File: src/common/rmr_defs.svh
`ifndef RMR_DEFS_SVH
`define RMR_DEFS_SVH

// message header layout
`define RMR_HDR_LAST      5'h13
`define RMR_PROTO_MARK    32'h5254_5053
`define RMR_MAJOR_MAX     8'h01
`define RMR_SUBH_LAST     5'h03
`define RMR_CAP           5'h18

// reset values of the receiver context
`define RMR_VERSION_INIT  16'h0102
`define RMR_VENDOR_UNK    16'h0000
`define RMR_PREFIX_UNK    96'h0
`define RMR_TIME_INVALID  64'hffff_ffff_ffff_ffff
`define RMR_ADDR_INVALID  128'h0
`define RMR_PORT_INVALID  32'h0000_0000

// submessage kind codes
`define RMR_ID_PAD        8'h01
`define RMR_ID_ACKNACK    8'h06
`define RMR_ID_HB         8'h07
`define RMR_ID_GAP        8'h08
`define RMR_ID_INFO_TS    8'h09
`define RMR_ID_INFO_SRC   8'h0c
`define RMR_ID_INFO_DST   8'h0e
`define RMR_ID_INFO_REPLY 8'h0f
`define RMR_ID_NACK_FRAG  8'h12
`define RMR_ID_HB_FRAG    8'h13
`define RMR_ID_NOKEY_DATA 8'h14
`define RMR_ID_DATA       8'h15
`define RMR_ID_DATA_FRAG  8'h16
`define RMR_ID_NOKEY_FRAG 8'h17

// least body length of each known kind, in bytes
`define RMR_MIN_NONE      5'h00
`define RMR_MIN_INFO_TS   5'h08
`define RMR_MIN_INFO_SRC  5'h14
`define RMR_MIN_INFO_DST  5'h0c
`define RMR_MIN_INFO_REP  5'h04
`define RMR_MIN_ENTITY    5'h08
`define RMR_MIN_SET       5'h18

// sequence and fragment number sets
`define RMR_SN_UNKNOWN    64'hffff_ffff_0000_0000
`define RMR_SET_BITS_MAX  32'h0000_0100
`define RMR_SN_TOP        64'h7fff_ffff_ffff_ff01

`endif

File: src/common/rmr_pkg.sv
package rmr_pkg;

  typedef struct packed {
    logic       valid;
    logic       sop;
    logic       eop;
    logic [7:0] data;
  } rmr_in_t;

  typedef struct packed {
    logic [31:0]  kind;
    logic [127:0] addr;
    logic [31:0]  port;
  } rmr_loc_t;

  typedef struct packed {
    logic [15:0] version;
    logic [15:0] vendor;
    logic [95:0] src_prefix;
    logic [95:0] dst_prefix;
    logic        have_ts;
    logic [63:0] ts;
    rmr_loc_t    mc_loc;
  } rmr_ctx_t;

  typedef struct packed {
    logic       valid;
    logic       first;
    logic       last;
    logic       ok;
    logic       little;
    logic       set_unknown;
    logic [7:0] kind;
    logic [7:0] data;
  } rmr_ep_t;

  typedef enum logic [4:0] {
    RMR_IDLE = 5'b00001,
    RMR_HDR  = 5'b00010,
    RMR_SUBH = 5'b00100,
    RMR_BODY = 5'b01000,
    RMR_DROP = 5'b10000
  } rmr_state_t;

endpackage

File: src/rtl/rmr_set_check.sv
`include "rmr_defs.svh"

// format check of a sequence or fragment number set element
module rmr_set_check (
  // set element, base already widened to 64 bits
  input  wire logic signed [63:0] base,
  input  wire logic        [31:0] num_bits,
  // verdict
  output logic                    set_ok,
  output logic                    base_unknown
);

  wire logic base_pos;
  wire logic base_room;
  wire logic bits_fit;

  // signed compare over the full width
  assign base_pos  = base >= 64'sh0000_0000_0000_0001;
  // base+255 must not pass the largest sequence number
  assign base_room = base < $signed(`RMR_SN_TOP);
  assign bits_fit  = num_bits <= `RMR_SET_BITS_MAX;
  assign set_ok    = base_pos && base_room && bits_fit;
  assign base_unknown = base == $signed(`RMR_SN_UNKNOWN);

endmodule

File: src/rtl/rmr_receiver.sv
`include "rmr_defs.svh"

// How it works
// message start resets reply locator: transport kind, bad addr, bad port
// too few bytes left for a submessage header discards the message rest
// next submessage found by length field; bad length drops message rest
// submessage ids outside the known kind set are skipped
// vendor range ids from an unknown vendor are skipped
// unknown and unused flag bits never cause rejection
// advance always by the length field, never by kind knowledge
// known submessage failing checks discards the rest of the message
// only header and info submessages change receiver context
// valid entity submessages go to endpoints with the current context
// sequence numbers are 64-bit signed, compared signed over full width
// a set is valid only when members lie in base..base+255, base >= 1
// a set is a base plus a bitmap of at most 256 bits
// fragment numbers are 32-bit unsigned values
// the reserved unknown sequence number is recognised
// reserved unknown vendor id is recognised; others select extensions (none are built in, so vendor range ids are skipped for every vendor)
// zero length runs to message end; else offset to next header
// flag bit 0 selects byte order of the submessage's fields
// a good header loads prefix, version, vendor and clears timestamp flag
// short header, wrong marker or too high major version is rejected
// transport brackets each whole message with start and end markers
// message start clears timestamp flag and sets timestamp invalid
module rmr_receiver (
  // clock and reset
  input  wire logic            sys_clk,
  input  wire logic            reset_n,
  // transport byte stream
  input  wire rmr_pkg::rmr_in_t in_byte,
  // local configuration
  input  wire logic [31:0]     transport_kind,
  input  wire logic [95:0]     local_prefix,
  // endpoint stream and context
  output rmr_pkg::rmr_ep_t     ep_out,
  output rmr_pkg::rmr_ctx_t    ctx,
  // message events
  output logic                 msg_done,
  output logic                 msg_drop,
  output logic                 sub_skip
);

  rmr_pkg::rmr_state_t state;
  logic [4:0]  idx;
  logic [4:0]  bcnt;
  logic [15:0] rem;
  logic        zero_len;
  logic [7:0]  sub_id;
  logic [7:0]  sub_flags;
  logic [7:0]  len_lo;
  logic [7:0]  cap [`RMR_CAP];
  // one stage delays each byte a cycle so the last byte can carry its submessage verdict
  logic        p_fwd;
  logic        p_first;
  logic        p_end;
  logic        p_lenbad;
  logic        p_msg_end;
  logic [7:0]  p_data;

  function automatic logic [31:0] get32(input logic [7:0] b0,
      input logic [7:0] b1, input logic [7:0] b2, input logic [7:0] b3,
      input logic le);
    get32 = le ? {b3, b2, b1, b0} : {b0, b1, b2, b3};
  endfunction

  function automatic logic [4:0] min_len(input logic [7:0] id);
    case (id)
      `RMR_ID_INFO_TS:    min_len = `RMR_MIN_INFO_TS;
      `RMR_ID_INFO_SRC:   min_len = `RMR_MIN_INFO_SRC;
      `RMR_ID_INFO_DST:   min_len = `RMR_MIN_INFO_DST;
      `RMR_ID_INFO_REPLY: min_len = `RMR_MIN_INFO_REP;
      `RMR_ID_ACKNACK,
      `RMR_ID_NACK_FRAG:  min_len = `RMR_MIN_SET;
      `RMR_ID_PAD:        min_len = `RMR_MIN_NONE;
      default:            min_len = `RMR_MIN_ENTITY;
    endcase
  endfunction

  // stream decode
  wire logic v     = in_byte.valid;
  wire logic sop   = v && in_byte.sop;
  wire logic eop   = v && in_byte.eop;
  wire logic [7:0] d = in_byte.data;
  wire logic st_hdr  = state == rmr_pkg::RMR_HDR;
  wire logic st_subh = state == rmr_pkg::RMR_SUBH;
  wire logic st_body = state == rmr_pkg::RMR_BODY;
  wire logic little  = sub_flags[0];

  // kind classification; other flag bits are never inspected
  wire logic is_entity = sub_id inside {`RMR_ID_NOKEY_DATA, `RMR_ID_DATA,
                         `RMR_ID_NOKEY_FRAG, `RMR_ID_DATA_FRAG, `RMR_ID_HB,
                         `RMR_ID_ACKNACK, `RMR_ID_GAP, `RMR_ID_HB_FRAG,
                         `RMR_ID_NACK_FRAG};
  wire logic is_info   = sub_id inside {`RMR_ID_INFO_TS, `RMR_ID_INFO_SRC,
                         `RMR_ID_INFO_DST, `RMR_ID_INFO_REPLY};
  wire logic is_known  = is_entity || is_info || sub_id == `RMR_ID_PAD;
  wire logic vendor_kind = sub_id[7];
  wire logic vendor_unk  = ctx.vendor == `RMR_VENDOR_UNK;

  // header checks on the twentieth byte
  wire logic hdr_last = st_hdr && v && !sop && idx == `RMR_HDR_LAST;
  wire logic [31:0] mark = {cap[0], cap[1], cap[2], cap[3]};
  wire logic hdr_ok = mark == `RMR_PROTO_MARK &&
                      cap[4] <= `RMR_MAJOR_MAX;
  wire logic hdr_short = st_hdr && eop && !sop && idx != `RMR_HDR_LAST;

  // submessage header and length
  wire logic subh_last = st_subh && v && !sop && idx == `RMR_SUBH_LAST;
  wire logic [15:0] len_now = little ? {d, len_lo} : {len_lo, d};
  wire logic subh_short = st_subh && eop && !sop &&
                          idx != `RMR_SUBH_LAST;
  wire logic empty_end = subh_last && eop && len_now == 16'h0000;
  wire logic empty_bad = subh_last && eop && len_now != 16'h0000;

  // body end: by the length field, or by message end for zero length
  wire logic body_byte = st_body && v && !sop;
  wire logic body_end  = body_byte &&
                         (eop || (!zero_len && rem == 16'h0001));
  wire logic body_bad  = body_byte && eop && !zero_len && rem != 16'h0001;

  // set element check on acknack and nackfrag bodies
  wire logic        frag = sub_id == `RMR_ID_NACK_FRAG;
  wire logic [31:0] sn_hi = get32(cap[8], cap[9], cap[10], cap[11], little);
  wire logic [31:0] sn_lo = get32(cap[12], cap[13], cap[14], cap[15],
                                  little);
  wire logic [31:0] w16 = get32(cap[16], cap[17], cap[18], cap[19], little);
  wire logic [31:0] w20 = get32(cap[20], cap[21], cap[22], cap[23], little);
  // fragment base is unsigned 32 bits, zero extended
  wire logic [63:0] set_base = frag ? {32'h0000_0000, w16}
                                    : {sn_hi, sn_lo};
  wire logic [31:0] set_bits = frag ? w20 : w16;
  wire logic set_ok;
  wire logic set_unknown;
  wire logic has_set = sub_id == `RMR_ID_ACKNACK || frag;

  rmr_set_check u_set_check (
    .base         (set_base),
    .num_bits     (set_bits),
    .set_ok       (set_ok),
    .base_unknown (set_unknown)
  );

  // verdict on the submessage held in the stage
  wire logic long_enough = bcnt >= min_len(sub_id);
  wire logic sub_good = long_enough && (!has_set || set_ok);
  // no extensions are built in, so a known vendor's range is skipped too
  wire logic ignore = (vendor_kind && vendor_unk) ||
                      (vendor_kind && !vendor_unk) || !is_known;
  wire logic verdict_drop = p_end && !sop &&
                            (p_lenbad || (!ignore && !sub_good));
  wire logic apply_info = p_end && !sop && !p_lenbad && !ignore &&
                          sub_good && is_info;
  wire logic drop_now = hdr_short || (hdr_last && !hdr_ok) ||
                        subh_short || (sop && eop);

  // timestamp body: seconds then fraction
  wire logic [63:0] ts_now =
    {get32(cap[0], cap[1], cap[2], cap[3], little),
     get32(cap[4], cap[5], cap[6], cap[7], little)};

  // state machine
  rmr_pkg::rmr_state_t next_state;
  always_comb begin
    next_state = state;
    unique case (state)
      rmr_pkg::RMR_IDLE: ;
      rmr_pkg::RMR_HDR: begin
        if (hdr_short)
          next_state = rmr_pkg::RMR_DROP;
        else if (hdr_last)
          next_state = !hdr_ok ? rmr_pkg::RMR_DROP :
                       eop ? rmr_pkg::RMR_IDLE : rmr_pkg::RMR_SUBH;
      end
      rmr_pkg::RMR_SUBH: begin
        if (subh_short || empty_bad)
          next_state = rmr_pkg::RMR_DROP;
        else if (empty_end)
          next_state = rmr_pkg::RMR_IDLE;
        else if (subh_last)
          next_state = rmr_pkg::RMR_BODY;
      end
      rmr_pkg::RMR_BODY: begin
        if (body_end)
          next_state = eop ? rmr_pkg::RMR_IDLE : rmr_pkg::RMR_SUBH;
      end
      rmr_pkg::RMR_DROP: ;
    endcase
    if (verdict_drop && next_state != rmr_pkg::RMR_IDLE)
      next_state = rmr_pkg::RMR_DROP;
    if (sop)
      next_state = eop ? rmr_pkg::RMR_IDLE : rmr_pkg::RMR_HDR;
  end

  always_ff @(posedge sys_clk or negedge reset_n) begin
    if (!reset_n)
      state <= rmr_pkg::RMR_IDLE;
    else
      state <= next_state;
  end

  // byte counters
  always_ff @(posedge sys_clk or negedge reset_n) begin
    if (!reset_n) begin
      idx      <= 5'h00;
      bcnt     <= 5'h00;
      rem      <= 16'h0000;
      zero_len <= 1'b0;
    end else if (sop) begin
      idx <= 5'h01;
    end else if ((st_hdr && v) || (st_subh && v && !subh_last)) begin
      idx <= hdr_last ? 5'h00 : idx + 5'h01;
    end else if (subh_last) begin
      idx      <= 5'h00;
      bcnt     <= 5'h00;
      rem      <= len_now;
      zero_len <= len_now == 16'h0000;
    end else if (body_byte) begin
      rem <= rem - 16'h0001;
      if (bcnt != `RMR_CAP)
        bcnt <= bcnt + 5'h01;
    end
  end

  // capture of header bytes and the first body bytes
  always_ff @(posedge sys_clk) begin
    if (sop)
      cap[0] <= d;
    else if (st_hdr && v)
      cap[idx] <= d;
    else if (body_byte && bcnt != `RMR_CAP)
      cap[bcnt] <= d;
  end

  always_ff @(posedge sys_clk or negedge reset_n) begin
    if (!reset_n) begin
      sub_id    <= 8'h00;
      sub_flags <= 8'h00;
      len_lo    <= 8'h00;
    end else if (st_subh && v && !sop) begin
      if (idx == 5'h00) sub_id <= d;
      if (idx == 5'h01) sub_flags <= d;
      if (idx == 5'h02) len_lo <= d;
    end
  end

  // verdict stage
  always_ff @(posedge sys_clk or negedge reset_n) begin
    if (!reset_n) begin
      p_fwd     <= 1'b0;
      p_first   <= 1'b0;
      p_end     <= 1'b0;
      p_lenbad  <= 1'b0;
      p_msg_end <= 1'b0;
      p_data    <= 8'h00;
    end else begin
      p_fwd     <= body_byte && is_entity && !vendor_kind;
      p_first   <= bcnt == 5'h00;
      p_end     <= body_end || empty_end;
      p_lenbad  <= body_bad;
      p_msg_end <= eop && !sop;
      p_data    <= d;
    end
  end

  // receiver context
  always_ff @(posedge sys_clk or negedge reset_n) begin
    if (!reset_n) begin
      ctx.version    <= `RMR_VERSION_INIT;
      ctx.vendor     <= `RMR_VENDOR_UNK;
      ctx.src_prefix <= `RMR_PREFIX_UNK;
      ctx.dst_prefix <= `RMR_PREFIX_UNK;
      ctx.have_ts    <= 1'b0;
      ctx.ts         <= `RMR_TIME_INVALID;
      ctx.mc_loc     <= '0;
    end else if (sop) begin
      ctx.version        <= `RMR_VERSION_INIT;
      ctx.vendor         <= `RMR_VENDOR_UNK;
      ctx.src_prefix     <= `RMR_PREFIX_UNK;
      ctx.dst_prefix     <= local_prefix;
      ctx.have_ts        <= 1'b0;
      ctx.ts             <= `RMR_TIME_INVALID;
      ctx.mc_loc.kind    <= transport_kind;
      ctx.mc_loc.addr    <= `RMR_ADDR_INVALID;
      ctx.mc_loc.port    <= `RMR_PORT_INVALID;
    end else if (hdr_last && hdr_ok) begin
      ctx.version    <= {cap[4], cap[5]};
      ctx.vendor     <= {cap[6], cap[7]};
      ctx.src_prefix <= {cap[8], cap[9], cap[10], cap[11], cap[12],
                         cap[13], cap[14], cap[15], cap[16], cap[17],
                         cap[18], d};
      ctx.have_ts    <= 1'b0;
    end else if (apply_info) begin
      unique case (sub_id)
        `RMR_ID_INFO_TS: begin
          ctx.have_ts <= 1'b1;
          ctx.ts      <= ts_now;
        end
        `RMR_ID_INFO_SRC: begin
          ctx.version    <= {cap[4], cap[5]};
          ctx.vendor     <= {cap[6], cap[7]};
          ctx.src_prefix <= {cap[8], cap[9], cap[10], cap[11], cap[12],
                             cap[13], cap[14], cap[15], cap[16], cap[17],
                             cap[18], cap[19]};
        end
        `RMR_ID_INFO_DST:
          ctx.dst_prefix <= {cap[0], cap[1], cap[2], cap[3], cap[4],
                             cap[5], cap[6], cap[7], cap[8], cap[9],
                             cap[10], cap[11]};
        default: ;
      endcase
    end
  end

  // endpoint stream; the last byte carries the verdict
  always_ff @(posedge sys_clk or negedge reset_n) begin
    if (!reset_n) begin
      ep_out   <= '0;
      msg_done <= 1'b0;
      msg_drop <= 1'b0;
      sub_skip <= 1'b0;
    end else begin
      ep_out.valid       <= p_fwd;
      ep_out.first       <= p_fwd && p_first;
      ep_out.last        <= p_fwd && p_end;
      ep_out.ok          <= p_fwd && p_end && !p_lenbad && sub_good;
      ep_out.little      <= little;
      ep_out.set_unknown <= has_set && set_unknown;
      ep_out.kind        <= sub_id;
      ep_out.data        <= p_data;
      msg_done <= (p_end && p_msg_end && !verdict_drop && !sop) ||
                  (hdr_last && hdr_ok && eop);
      msg_drop <= drop_now || empty_bad || verdict_drop;
      sub_skip <= p_end && !p_lenbad && ignore && !sop;
    end
  end

endmodule

File: config.mk
export PLATFORM = sky130hd
export DESIGN_NAME = rmr_receiver
export DESIGN_NICKNAME = d
export VERILOG_FILES = /design/src/common/rmr_pkg.sv /design/src/rtl/rmr_set_check.sv /design/src/rtl/rmr_receiver.sv
export VERILOG_INCLUDE_DIRS = /design/src /design/src/common
export SDC_FILE = /design/constraint.sdc
export NUM_CORES = 1
export LEC_CHECK = 0
export BUFFER_PORTS_ARGS = -buffer_cell sky130_fd_sc_hd__buf_2
export CORE_AREA = 2 2 251 253
export CTS_CLUSTER_DIAMETER = 150
export CTS_CLUSTER_SIZE = 10
export DETAILED_ROUTE_END_ITERATION = 10
export DIE_AREA = 0 0 253 255
export PLACE_DENSITY = 0.7
export SYNTH_ARGS = -nofsm -noshare
export SYNTH_HDL_FRONTEND = slang
export SYNTH_HIERARCHICAL = 1
export SYNTH_SLANG_ARGS = --single-unit
File: constraint.sdc
create_clock -name sys_clk -period 10.6 [get_ports sys_clk]
set_clock_uncertainty 0.2 [all_clocks]
set_input_delay 1.59 -clock sys_clk [delete_from_list [all_inputs] [get_ports sys_clk]]
set_output_delay 1.59 -clock sys_clk [all_outputs]
set_load 0.05 [all_outputs]
==> summary.txt <==
Run status
  – Outcome: finished clean

STA
  – Highest attainable clock frequency: between 100 and 150 MHz
  – Unrepaired setup endpoints after global routing: false
  – Worst hold slack after final layout: 0.147 ns
  – Final min period: 6.94 ns
  – Slew Viols, Final: 0
  – Pin slew with the least headroom to its limit: ~1.1 ns
  – Final sum of negative setup slack: 0 ns
  – Setup slack of the critical path after layout: 3.66 ns
  – Finish-stage setup viols: 0
  – Final worst-path cycle share: 65.5%
  – Worst slew slack as a fraction of its limit: 25.1%
  – Final hold vios: 0

Logic synthesis
  – Share of the yosys chip area belonging to registers: 56.4%
  – Portion of synthesized cell area occupied by the leading cell type: 30.0%
  – Synth warn: 6
  – Cell taking the most area after synthesis: dfrtp_1
  – Fraction of synthesis flops using an asynchronous set or reset pin: approximately two thirds
  – Prevailing post-synth register cell: dfrtp_1
  – Post-synthesis instance area: 28500 um^2
  – Instance count of the mapped netlist: approximately 2300
  – Number of flops mapped to enable cells by yosys: 192
  – Cell types occupying the most area after synthesis: dfrtp_1, edfxtp_1, mux2i_1
  – Register bit total from synthesis: 600
  – Post-synth cell types: a little under 80
  – Mapped Avg Cell Area: 12.2 um^2

Drt
  – DRC violations left: 0
  – Drt pass-1 iters: 6
  – Wire length after detailed routing: 85500 um
  – First DRT Iteration DRCs: 1667
  – Overall via count from detail_route: 19800
  – WL/cell: 23.5 um
  – DR vias/cell: 5.44
  – Count of antenna-violating nets left after detailed routing: 0

Worst setup path
  – Largest fanout of any net on the critical path: 80
  – Cell with the biggest individual delay on the critical path: buf_4
  – Worst R2R Start: sub_id[7]
  – Delay of the slowest cell on the worst path: 0.89 ns
  – Crit path capture type: flop
  – Cell chain of the critical path: or3_1, nor3_2, buf_4, buf_4, mux2i_1, mux2i_1, nor4_1, nand4_1, a211o_1, a221oi_1, inv_1, a221oi_2, nand3_1, a21oi_4, buf_4, buf_4, mux2_2
  – Start point of the critical path: sub_id[7]
  – R2R Setup Slk: 3.66 ns
  – Endpoint arrival time on the critical path: 7.23 ns
  – Most frequent cell on the critical path: buf_4
  – Start-to-end type of the worst setup path: flop to flop
  – Crit start category: flop
  – Data required time at the worst endpoint: 10.89 ns

Floorplanning
  – Horizontal die dimension: 253 um
  – Site row count: 92
  – Initial Util: between 40 and 50%
  – Area of the core region: roughly 62000 um^2
  – Die outline area: 64500 um^2
  – Die Y-Extent: 255 um
  – I/O pin count: between 600 and 700

Clock network
  – Clock tree buffer depth: 3
  – H-tree depth: 3
  – Clock root buffer master: clkbuf_16
  – Post-CTS Repair Setup Buffers: 0
  – CTS buffer count: 69
  – CTS Sinks: 600
  – Quantity of gates resized following cts: 0
  – Clock transition at the registers of the reported paths: 0.06 ns
  – CTS tree: done
  – Quantity of hold-fixing buffers added after cts: 0
  – Clock network latency to the later pin of the worst-skew pair: 0.61 ns

Power and ir drop
  – Max VDD drop: 0.115 mV
  – Leakage: 15.0 nW
  – Pwr dens: 183 nW/um^2

Global route
  – Vias in the first global route: 19600
  – Antenna violations before repair: 11
  – Wire length of the first global-routing pass: between 100000 and 150000 um
  – GRT Residual Overflow: 0
  – Largest net degree at the start of global routing: 168
  – Overall routing resource usage: 25.8%

Cells and area
  – Share of final-layout standard cells stronger than drive strength 1: between 20% and 30%
  – Number of inserted filler cells in the final layout: 5358
  – Finished Core Util: a little over half
  – Net total in the final layout: 2945
  – Layout-stage area growth over the synthesis result: 15.8%
  – Final std cells w/o fill: 3641

Place
  – Number of instances in the placed design: 3521
  – Detailed-placement wirelength estimate: 59800 um
  – Dpl ws: 3.69 ns
  – # port buffers: slightly below 500
  – Final weighted congestion of routability-driven global placement: 0.920

Min path
  – Class of the most critical hold timing path: flop to flop
  – Start point of the worst min-delay path: p_data[0]

Run
  – Max-cap violation count: 0
[routing by layer]
layer	up-vias	wire length (um)	global-route usage, %
li1	8833	-	-
met1	9996	35200	33.8
met2	798	41300	41.9
met3	180	4910	4.16
met4	4	4070	12.5
met5	-	24	0
[power by group]
group	switching (mW)	internal (mW)	total (mW)
Combinational	0.906	0.295	1.20
Sequential	0.107	2.54	2.65
Clock	0.948	1.23	2.18
Total	1.96	4.07	6.03
[flip-flops by register name, summed over array words and instances (netlist names), 8 cells and up]
| register | cells |
|---|---|
| ctx | 321 |
| cap | 192 |
| ep_out | 22 |
| rem | 16 |
| len_lo | 8 |
| p_data | 8 |
| sub_id | 8 |
[layout make-up]
| class | instances | area (um^2) | share of cell area, % |
|---|---|---|---|
| Antenna cell | 2 | 5.00 | 0.0152 |
| Clock buffer | 114 | 1920 | 5.81 |
| Clock inverter | 4 | 57.6 | 0.175 |
| Inverter | 73 | 274 | 0.831 |
| Multi-Input combinational cell | 1534 | 11000 | 33.3 |
| Sequential cell | 600 | 16100 | 48.7 |
| Tap cell | 799 | 1000 | 3.03 |
| Timing Repair Buffer | 515 | 2670 | 8.10 |
[metrics by stage]
step	power, mW	instance area (um^2)
2_1_floorplan	3.60	29100
3_3_place_gp	3.87	31000
3_5_place_dp	3.89	31000
4_1_cts	6.08	33000
5_1_grt	6.25	33000
6_report	6.03	33000
[Yosys cell counts, types with 34 or more instances]
master	number
mux2_2	88
nor2_1	97
a21o_1	62
mux2_1	34
inv_1	73
nand2_1	310
dfstp_2	67
nor4_1	41
mux2_4	62
mux2i_1	287
and2_1	74
dfrtp_1	341
a2bb2oi_1	64
buf_4	161
clkbuf_1	71
edfxtp_1	192
[cell families (layout without fill, tap and decap cells)]
group | count (synthesis) | in the layout | share of synthesized area, %
muxes | 471 | 471 | 18.2
adders and majority gates | 12 | 12 | 0.518
AOI/OAI and AO/OA | 210 | 210 | 5.63
xor gates and xnor gates | 21 | 21 | 0.646
DFF | 600 | 600 | 56.4
and+or+nand+nor | 660 | 660 | 11.3
buffers and inverters | 357 | 706 | 7.30
other | 1 | 162 | 0.0132
[worst paths after layout]
kind                              to  depth (start not counted)
hold / removal             ep_out[0]                          0
setup / recovery            ctx[329]                         17
hold reg to reg            ep_out[0]                          0
max in group asynchronous   ctx[345]                          2
min in group asynchronous  ep_out[1]                          1
setup reg to reg            ctx[329]                         17
[worst max-delay path: cells and delay by family (launching register included)]
kind	cells	cell delay (ns)
flip-flops	1	0.39
AND/OR/NAND/NOR	5	1.40
multiplexers	3	0.85
buffers and inverters	5	2.64
AO/OA/AOI/OAI	4	1.26
[layout by cell type (no fill, tap or decap), types with 14 or more instances in the layout]
master / instances
dfstp_2: 67
nor2b_1: 17
mux2_1: 34
and2_1: 73
inv_1: 73
dfrtp_1: 340
nand4_1: 30
nand2_1: 309
nor4_1: 41
mux2i_1: 287
a211oi_1: 14
edfxtp_1: 192
a2bb2oi_1: 64
a21oi_1: 28
buf_2: 485
conb_1: 160
buf_4: 28
mux2_4: 62
xnor2_1: 17
a21o_1: 62
mux2_2: 88
clkbuf_16: 70
nor2_1: 95
clkbuf_1: 44
Power figures use the tool's default switching activity.
